File: src/shared/cmc_pkg.sv
// Register map, field layout and reset values of the clock manager control block
package cmc_pkg;
  // Register indices; byte address is four times the index
  localparam logic [7:0] DIV_IDX = 8'h02;
  localparam logic [7:0] DUTY_IDX = 8'h04;
  localparam logic [7:0] MODE_IDX = 8'h05;
  localparam logic [7:0] SRC_IDX = 8'h06;
  localparam logic [7:0] CTRL_IDX = 8'h07;
  localparam logic [7:0] STAT_IDX = 8'h08;
  localparam logic [7:0] DIV_ADDR = 8'(DIV_IDX * 4);
  localparam logic [7:0] DUTY_ADDR = 8'(DUTY_IDX * 4);
  localparam logic [7:0] MODE_ADDR = 8'(MODE_IDX * 4);
  localparam logic [7:0] SRC_ADDR = 8'(SRC_IDX * 4);
  localparam logic [7:0] CTRL_ADDR = 8'(CTRL_IDX * 4);
  localparam logic [7:0] STAT_ADDR = 8'(STAT_IDX * 4);
  // Writable bit masks; other bits are reserved
  localparam logic [7:0] DIV_MASK = 8'h8f;
  localparam logic [7:0] DUTY_MASK = 8'hff;
  localparam logic [7:0] MODE_MASK = 8'h15;
  localparam logic [7:0] SRC_MASK = 8'hf0;
  localparam logic [7:0] CTRL_MASK = 8'hc7;
  // Reset values
  localparam logic [7:0] DIV_RST = 8'h00;
  localparam logic [7:0] DUTY_RST = 8'h00;
  localparam logic [7:0] MODE_RST = 8'h00;
  localparam logic [7:0] SRC_RST = 8'h00;
  localparam logic [7:0] CTRL_RST = 8'h00;
  // Field positions
  localparam int DIV_RST_BIT = 7;
  localparam int MODE_PLL_BIT = 0;
  localparam int MODE_FB_BIT = 2;
  localparam int MODE_DBL_BIT = 4;
  localparam int SRC_FAST_LSB = 4;
  localparam int SRC_SYS_LSB = 6;
  localparam int CTRL_PWR_BIT = 0;
  localparam int CTRL_RST_BIT = 1;
  localparam int CTRL_DLLRST_BIT = 2;
  localparam int CTRL_CFGRUN_BIT = 6;
  localparam int CTRL_GSRIMM_BIT = 7;
  localparam int DUTY_MASTER_LSB = 6;
  localparam int DUTY_HI_LSB = 3;
  localparam int DUTY_LO_LSB = 0;
  // Output source codes
  localparam logic [1:0] SRC_BYPASS = 2'h0;
  localparam logic [1:0] SRC_RESERVED = 2'h3;
endpackage

File: src/hw/cmc_ctrl_regs.sv
// Clock manager control registers with APB slave and configuration load port
//
// The implementer's own choice: register access over APB.
`timescale 1ns/10ps
module cmc_ctrl_regs (
  // Clock and reset
  input wire logic pclk,
  input wire logic presetn,
  // APB slave
  input wire logic psel,
  input wire logic penable,
  input wire logic pwrite,
  input wire logic [7:0] paddr,
  input wire logic [31:0] pwdata,
  output logic [31:0] prdata,
  output logic pready,
  output logic pslverr,
  // Configuration bit stream load, same clock
  input wire logic cfg_wr_en,
  input wire logic [7:0] cfg_addr,
  input wire logic [7:0] cfg_wdata,
  // Pins from outside the clock domain
  input wire logic config_done,
  input wire logic global_set_reset_n,
  input wire logic loop_lock_raw,
  // Manager controls
  output logic [5:0] duty_units_q,
  output logic loop_pll_q,
  output logic fb_delay_line_q,
  output logic double_rate_q,
  output logic [1:0] fast_edge_src_q,
  output logic [1:0] sys_clk_src_q,
  output logic analog_power_on_q,
  output logic manager_reset_q,
  output logic dll_reset_q,
  output logic data_bus_oe_n_q,
  output logic lock_q,
  output logic edge_clock_divider_tick_q
);
  logic [2:0] sync1_q, sync2_q;
  logic done_s, gsr_n_s, lock_s;
  logic [7:0] div_q, div_d, duty_q, duty_d, mode_q, mode_d;
  logic [7:0] src_q, src_d, ctrl_q, ctrl_d;
  logic [31:0] prdata_d;
  logic pready_d, pslverr_d;
  logic apb_wr, wr_en, gsr_hit, run_ok, div_clear;
  logic [7:0] wr_addr, wr_data, rd_byte;
  logic rd_hit;
  logic [5:0] duty_units_d;
  logic [1:0] fast_src_d, sys_src_d;
  logic pwr_d, mrst_d, drst_d, oe_n_d, lock_d;

  // Two-flop synchronisers for pins
  always_ff @(posedge pclk or negedge presetn) begin
    if (!presetn) begin
      sync1_q <= 3'h2;
      sync2_q <= 3'h2;
    end else begin
      sync1_q <= {loop_lock_raw, global_set_reset_n, config_done};
      sync2_q <= sync1_q;
    end
  end
  assign done_s = sync2_q[0];
  assign gsr_n_s = sync2_q[1];
  assign lock_s = sync2_q[2];

  assign gsr_hit = !gsr_n_s && !ctrl_q[cmc_pkg::CTRL_GSRIMM_BIT];

  // Write source: APB access phase first, then configuration stream
  always_comb begin
    apb_wr = psel && penable && pready && pwrite;
    wr_en = apb_wr || cfg_wr_en;
    wr_addr = apb_wr ? paddr : {cfg_addr[5:0], 2'b00};
    wr_data = apb_wr ? pwdata[7:0] : cfg_wdata;
  end

  // Register state
  always_comb begin
    div_d = div_q;
    duty_d = duty_q;
    mode_d = mode_q;
    src_d = src_q;
    ctrl_d = ctrl_q;
    if (wr_en) begin
      unique case (wr_addr)
        cmc_pkg::DIV_ADDR: div_d = wr_data & cmc_pkg::DIV_MASK;
        cmc_pkg::DUTY_ADDR: duty_d = wr_data & cmc_pkg::DUTY_MASK;
        cmc_pkg::MODE_ADDR: mode_d = wr_data & cmc_pkg::MODE_MASK;
        cmc_pkg::SRC_ADDR: src_d = wr_data & cmc_pkg::SRC_MASK;
        cmc_pkg::CTRL_ADDR: ctrl_d = wr_data & cmc_pkg::CTRL_MASK;
        default: ;
      endcase
    end
    // Divider's own reset bit returns its value to default
    if (div_d[cmc_pkg::DIV_RST_BIT]) begin
      div_d[3:0] = cmc_pkg::DIV_RST[3:0];
    end
    if (gsr_hit) begin
      div_d = cmc_pkg::DIV_RST;
      duty_d = cmc_pkg::DUTY_RST;
      mode_d = cmc_pkg::MODE_RST;
      src_d = cmc_pkg::SRC_RST;
      ctrl_d = cmc_pkg::CTRL_RST;
    end
  end

  always_ff @(posedge pclk or negedge presetn) begin
    if (!presetn) begin
      div_q <= cmc_pkg::DIV_RST;
      duty_q <= cmc_pkg::DUTY_RST;
      mode_q <= cmc_pkg::MODE_RST;
      src_q <= cmc_pkg::SRC_RST;
      ctrl_q <= cmc_pkg::CTRL_RST;
    end else begin
      div_q <= div_d;
      duty_q <= duty_d;
      mode_q <= mode_d;
      src_q <= src_d;
      ctrl_q <= ctrl_d;
    end
  end

  // APB answer: ready during the first access cycle
  always_comb begin
    rd_hit = 1'b1;
    unique case (paddr)
      cmc_pkg::DIV_ADDR: rd_byte = div_q;
      cmc_pkg::DUTY_ADDR: rd_byte = duty_q;
      cmc_pkg::MODE_ADDR: rd_byte = mode_q;
      cmc_pkg::SRC_ADDR: rd_byte = src_q;
      cmc_pkg::CTRL_ADDR: rd_byte = ctrl_q;
      cmc_pkg::STAT_ADDR: rd_byte = {3'h0, dll_reset_q, manager_reset_q, done_s,
                                     analog_power_on_q, lock_q};
      default: begin
        rd_byte = 8'h00;
        rd_hit = 1'b0;
      end
    endcase
    pready_d = psel && !penable;
    pslverr_d = psel && !penable && !rd_hit;
    prdata_d = prdata;
    if (psel && !penable) begin
      prdata_d = (pwrite || !rd_hit) ? 32'h0000_0000 : {24'h00_0000, rd_byte};
    end
  end

  always_ff @(posedge pclk or negedge presetn) begin
    if (!presetn) begin
      pready <= 1'b0;
      pslverr <= 1'b0;
      prdata <= 32'h0000_0000;
    end else begin
      pready <= pready_d;
      pslverr <= pslverr_d;
      prdata <= prdata_d;
    end
  end

  // Manager outputs
  always_comb begin
    if (duty_q[7]) begin
      duty_units_d = 6'({duty_q[7:6], 3'h0}) + 6'(duty_q[5:3]) + 6'h01;
    end else begin
      duty_units_d = 6'({duty_q[7:6], 3'h0}) + 6'(duty_q[2:0]) + 6'h01;
    end
    run_ok = ctrl_q[cmc_pkg::CTRL_CFGRUN_BIT] || done_s;
    pwr_d = ctrl_q[cmc_pkg::CTRL_PWR_BIT] && run_ok;
    mrst_d = ctrl_q[cmc_pkg::CTRL_RST_BIT] || gsr_hit;
    drst_d = ctrl_q[cmc_pkg::CTRL_DLLRST_BIT] || mrst_d;
    oe_n_d = !run_ok;
    lock_d = lock_s && pwr_d && !mrst_d && !(drst_d && !mode_q[cmc_pkg::MODE_PLL_BIT]);
    fast_src_d = src_q[cmc_pkg::SRC_FAST_LSB +: 2];
    sys_src_d = src_q[cmc_pkg::SRC_SYS_LSB +: 2];
    if (sys_src_d == cmc_pkg::SRC_RESERVED) begin
      sys_src_d = cmc_pkg::SRC_BYPASS;
    end
  end

  always_ff @(posedge pclk or negedge presetn) begin
    if (!presetn) begin
      duty_units_q <= 6'h01;
      loop_pll_q <= 1'b0;
      fb_delay_line_q <= 1'b0;
      double_rate_q <= 1'b0;
      fast_edge_src_q <= 2'h0;
      sys_clk_src_q <= 2'h0;
      analog_power_on_q <= 1'b0;
      manager_reset_q <= 1'b0;
      dll_reset_q <= 1'b0;
      data_bus_oe_n_q <= 1'b1;
      lock_q <= 1'b0;
    end else begin
      duty_units_q <= duty_units_d;
      loop_pll_q <= mode_q[cmc_pkg::MODE_PLL_BIT];
      fb_delay_line_q <= mode_q[cmc_pkg::MODE_PLL_BIT] && mode_q[cmc_pkg::MODE_FB_BIT];
      double_rate_q <= !mode_q[cmc_pkg::MODE_PLL_BIT] && mode_q[cmc_pkg::MODE_DBL_BIT];
      fast_edge_src_q <= fast_src_d;
      sys_clk_src_q <= sys_src_d;
      analog_power_on_q <= pwr_d;
      manager_reset_q <= mrst_d;
      dll_reset_q <= drst_d;
      data_bus_oe_n_q <= oe_n_d;
      lock_q <= lock_d;
    end
  end

  assign div_clear = div_q[cmc_pkg::DIV_RST_BIT] || ctrl_q[cmc_pkg::CTRL_RST_BIT];

  cmc_edge_div #(
    .VAL_W(4)
  ) u_div (
    .clk(pclk),
    .rst_n(presetn),
    .clear(div_clear),
    .div_val(div_q[3:0]),
    .tick_q(edge_clock_divider_tick_q)
  );
endmodule

File: src/hw/cmc_edge_div.sv
// Divider producing a tick for the divided delay line source
`timescale 1ns/10ps
module cmc_edge_div #(
  parameter int VAL_W = 4
) (
  // Clock and reset
  input wire logic clk,
  input wire logic rst_n,
  // Control
  input wire logic clear,
  input wire logic [VAL_W-1:0] div_val,
  // Output
  output logic tick_q
);
  logic [3:0] cnt_q, cnt_d;
  logic tick_d;
  logic [3:0] ratio;

  always_comb begin
    // Zero in the low three bits means eight, except a whole value of zero, which ticks every cycle; larger values wrap modulo eight
    ratio = (div_val[2:0] == 3'h0) ? 4'h8 : {1'b0, div_val[2:0]};
    cnt_d = cnt_q;
    tick_d = 1'b0;
    if (clear) begin
      cnt_d = 4'h0;
    end else if (div_val == '0) begin
      cnt_d = 4'h0;
      tick_d = 1'b1;
    end else if (4'(cnt_q + 4'h1) >= ratio) begin
      cnt_d = 4'h0;
      tick_d = 1'b1;
    end else begin
      cnt_d = 4'(cnt_q + 4'h1);
    end
  end

  always_ff @(posedge clk or negedge rst_n) begin
    if (!rst_n) begin
      cnt_q <= 4'h0;
      tick_q <= 1'b0;
    end else begin
      cnt_q <= cnt_d;
      tick_q <= tick_d;
    end
  end
endmodule

File: config.mk
export PLATFORM = sky130hd
export DESIGN_NAME = cmc_ctrl_regs
export DESIGN_NICKNAME = d
export VERILOG_FILES = /design/src/shared/cmc_pkg.sv /design/src/hw/cmc_ctrl_regs.sv /design/src/hw/cmc_edge_div.sv
export SDC_FILE = /design/constraint.sdc
export NUM_CORES = 1
export LEC_CHECK = 0
export BUFFER_PORTS_ARGS = -buffer_cell sky130_fd_sc_hd__buf_2
export CORE_ASPECT_RATIO = 1.25
export CORE_MARGIN = 1.5
export CORE_UTILIZATION = 53
export DETAILED_ROUTE_END_ITERATION = 10
export PLACE_DENSITY = 0.83
export SYNTH_ARGS = -nofsm -noshare
export SYNTH_HDL_FRONTEND = slang
export SYNTH_SLANG_ARGS = --single-unit
File: constraint.sdc
create_clock -name pclk -period 4 [get_ports pclk]
set_input_delay 0.2 -clock pclk [delete_from_list [all_inputs] [get_ports pclk]]
set_output_delay 0.2 -clock pclk [all_outputs]
set_load 0.01 [all_outputs]
==> flow_summary.ini <==
[run_status]
status = finished, final reports clean

[sta]
skew_ps = 8.55
tightest_slew_ps = 1120
drv_slew = 0
hold_ws_ps = 10.4
hold_violations = 0
relSlewSlack = 0.248
min_period_over_period = 0.507
period_minus_slack_ps = 2030
max_freq_mhz = 493
grt_setup_unrepaired = false
final-setup-viol-count = 0
fin_ws_ps = 1970
fin_tns_setup_ps = 0

[worst_setup_path]
start_kind = primary input
critPathSlowestCell = nor3_1
cp_top_family = simple AND/OR/NAND/NOR gates
slowest_delay_ps = 600
worstPathRequired_ps = 4250
cp.arrival_ps = 2280
worstPathMaxFanout = 16
crit_buf_inv = 1
path_cells = buf_2, or4b_1, nor3_1, a32oi_1, o32ai_1
crit_type = primary input to flip-flop
r2r_start = pready
crit_path_start = paddr[3]
cp-end-kind = flip-flop

[floorplan]
die_h_um = 89.3
coreArea_mm2 = 0.00578
start_util = 0.546
rows = 31
fp.dieArea_mm2 = 0.00643
pin_count = 118
die_w_um = 72.0

[clocking]
ctsResizeCount = 0
cts.sinks = 64
cts.path.max_buffers = 2
ctsHoldBuffers = 3
insertion_delay_ps = 350
cts_htree_levels = 3
postCtsSetupRepairBufs = 0
cts-root-buf = clkbuf_8
clk_pin_slew_ps = 70
cts_made_buffers = 9
tritoncts = yes

[place]
io_buffers = 67
gp_congestion = 0.899
dp_worst_setup_slack_ps = 1690
hpwl_um = 5020
placed_area_mm2 = 0.00346

[drt]
via_per_inst = 5.63
antenna_left = 0
wl_per_cell_um = 15.5
wl_um = 6870
firstDrtPassIters = 5
initialDrtViolationCount = 201
vias = 2501
route.detailed.drc = 0

[yosys]
ys_seq_elements = 64
synth_cell_types = 52
synthAdderAreaFrac = 0.0277
synthCells = 300
yosysSeqAreaShare = 0.509
yosys_most_used_dff = dfrtp_1
yosysWarnings = 0
synthMuxAreaShare = 0.0682
synth_top_area_frac = 0.476
synth_top_area_cell = dfrtp_1
syn_area_mm2 = 0.00316
syn_avg_cell_area_um2 = 10.5
synth_top_family_by_area = simple AND/OR/NAND/NOR gates
synth_xor_area_frac = 0.0139
yosys.area_share.simple = 0.166
ys_top_cells_by_area = dfrtp_1 (48%), buf_4 (5.7%), mux2i_1 (5.4%)
synth_compound_area_frac = 0.138
synth_edf_count = 0
synth-async-reset-ratio = 1.00

[global_routing]
grt_pass1_vias = 2394
overflow = 0
grt_pass1_wl_um = 11100
grt_max_degree = 65
grt_usage = 0.229
antenna_found_initial = 0

[finish]
ff_latch_area_mm2 = 0.00161
final_cell_area_mm2 = 0.00371
antenna_cells = 0
fin_nets = 445
multiInputGateArea_mm2 = 0.00140
filler_cell_count = 466
drive_gt1_frac = 0.262
area_delta_synth_final_pct = 17.7

[worst_hold_path]
holdCritPathClass = primary input to asynchronous set/reset pin

[power_and_ir_drop]
ir_drop_mv = 0.203
p_per_area_mw_per_mm2 = 376
p_leak_nw = 1.85

[flow_run]
maxCapViolCount = 0
[per-layer routing]
layer | track usage | vias to the layer above | share of wire
met1 | 0.279 | 1185 | 0.41
met5 | 0 | - | 0
met3 | 0.0440 | 14 | 0.078
met2 | 0.387 | 124 | 0.49
met4 | 0.122 | 0 | 0.023
li1 | - | 1178 | -
[synth_stat cells (4+ instances only)]
cell and number:
dfrtp_1 60, nor2_1 31, buf_4 24, nand2_1 19
mux2i_1 17, a211oi_1 11, o21ai_0 11, nor2b_1 10
nand3_1 9, a21oi_1 8, clkbuf_1 8, ha_1 7
inv_1 5, nand2b_1 5, nand4_1 5, or3_1 5
and3_1 4, dfstp_2 4, mux2_2 4, nor3_1 4
[cell usage in the layout (no fill, tap or decap), types with 3 or more instances in the layout]
cell	count
dfstp_2	4
mux2i_1	17
conb_1	24
xnor2_1	3
dfrtp_1	60
nand3_1	9
mux2_2	4
a31oi_1	3
nor3_1	4
dlygate4sd3_1	3
buf_2	67
ha_1	7
nor2_1	31
nor2b_1	10
o21ai_0	11
o31ai_1	3
inv_1	5
nand2_1	19
or3_1	5
clkbuf_8	10
nand4_1	5
a211oi_1	11
a21oi_1	8
a21o_1	3
nand2b_1	5
and3_1	4
a32oi_1	3
buf_4	3
[worst register-to-register path: stages (launching register included)]
cell and delay (ps):
dfrtp_1 370, nand4_1 100, buf_4 290, mux2i_1 390, a21boi_1 370, nor3_1 110
o2bb2ai_1 180
[per-stage QoR]
stage               cells  utilization  power [W]
global placement      425        0.599   0.000781
CTS                   444        0.643    0.00140
detailed placement    425        0.599   0.000784
floorplan             323            -   0.000749
finish                444        0.643    0.00140
global route          444        0.643    0.00144
[worst paths after layout]
| kind | slack, ps | depth (start not counted) | endpoint |
|---|---|---|---|
| setup reg to reg | 2050 | 6 | div_q[2] |
| setup / recovery | 1970 | 5 | div_q[3] |
| hold reg to reg | 350 | 0 | sync2_q[2] |
| min in group pclk | 230 | 2 | prdata[5] |
| max in group asynchronous | 3470 | 2 | src_q[6] |
| hold / removal | 10 | 2 | u_div.cnt_q[1] |
[layout make-up]
class,count,area share
clock inverter,5,0.0216
clock buffer,11,0.0381
multi-input combinational,220,0.376
tap,66,0.0222
inverter,5,0.00505
sequential,64,0.432
timing repair buffer,73,0.104
[power by group]
| group | total, W | switching (W) | internal [W] |
|---|---|---|---|
| Clock | 0.000621 | 0.000254 | 0.000367 |
| Sequential | 0.000666 | 0.00000727 | 0.000659 |
| Combinational | 0.000109 | 0.0000728 | 0.0000359 |
[cell families after synthesis]
kind of cell | count (synthesis)
other cells | 1
fa+ha+maj | 7
compound gates | 60
flops | 64
mux | 21
xor+xnor | 5
simple gates | 103
buf+inv | 39
[sequential cells by signal (all words and copies together) (netlist names), 2 cells and up]
register / cells
ctrl_q: 5
div_q: 5
duty_q: 8
duty_units_q: 6
fast_edge_src_q: 2
mode_q: 3
prdata: 8
src_q: 4
sync1_q: 3
sync2_q: 3
sys_clk_src_q: 2
u_div.cnt_q: 4
Note: power is estimated with default switching activity, not from simulation.
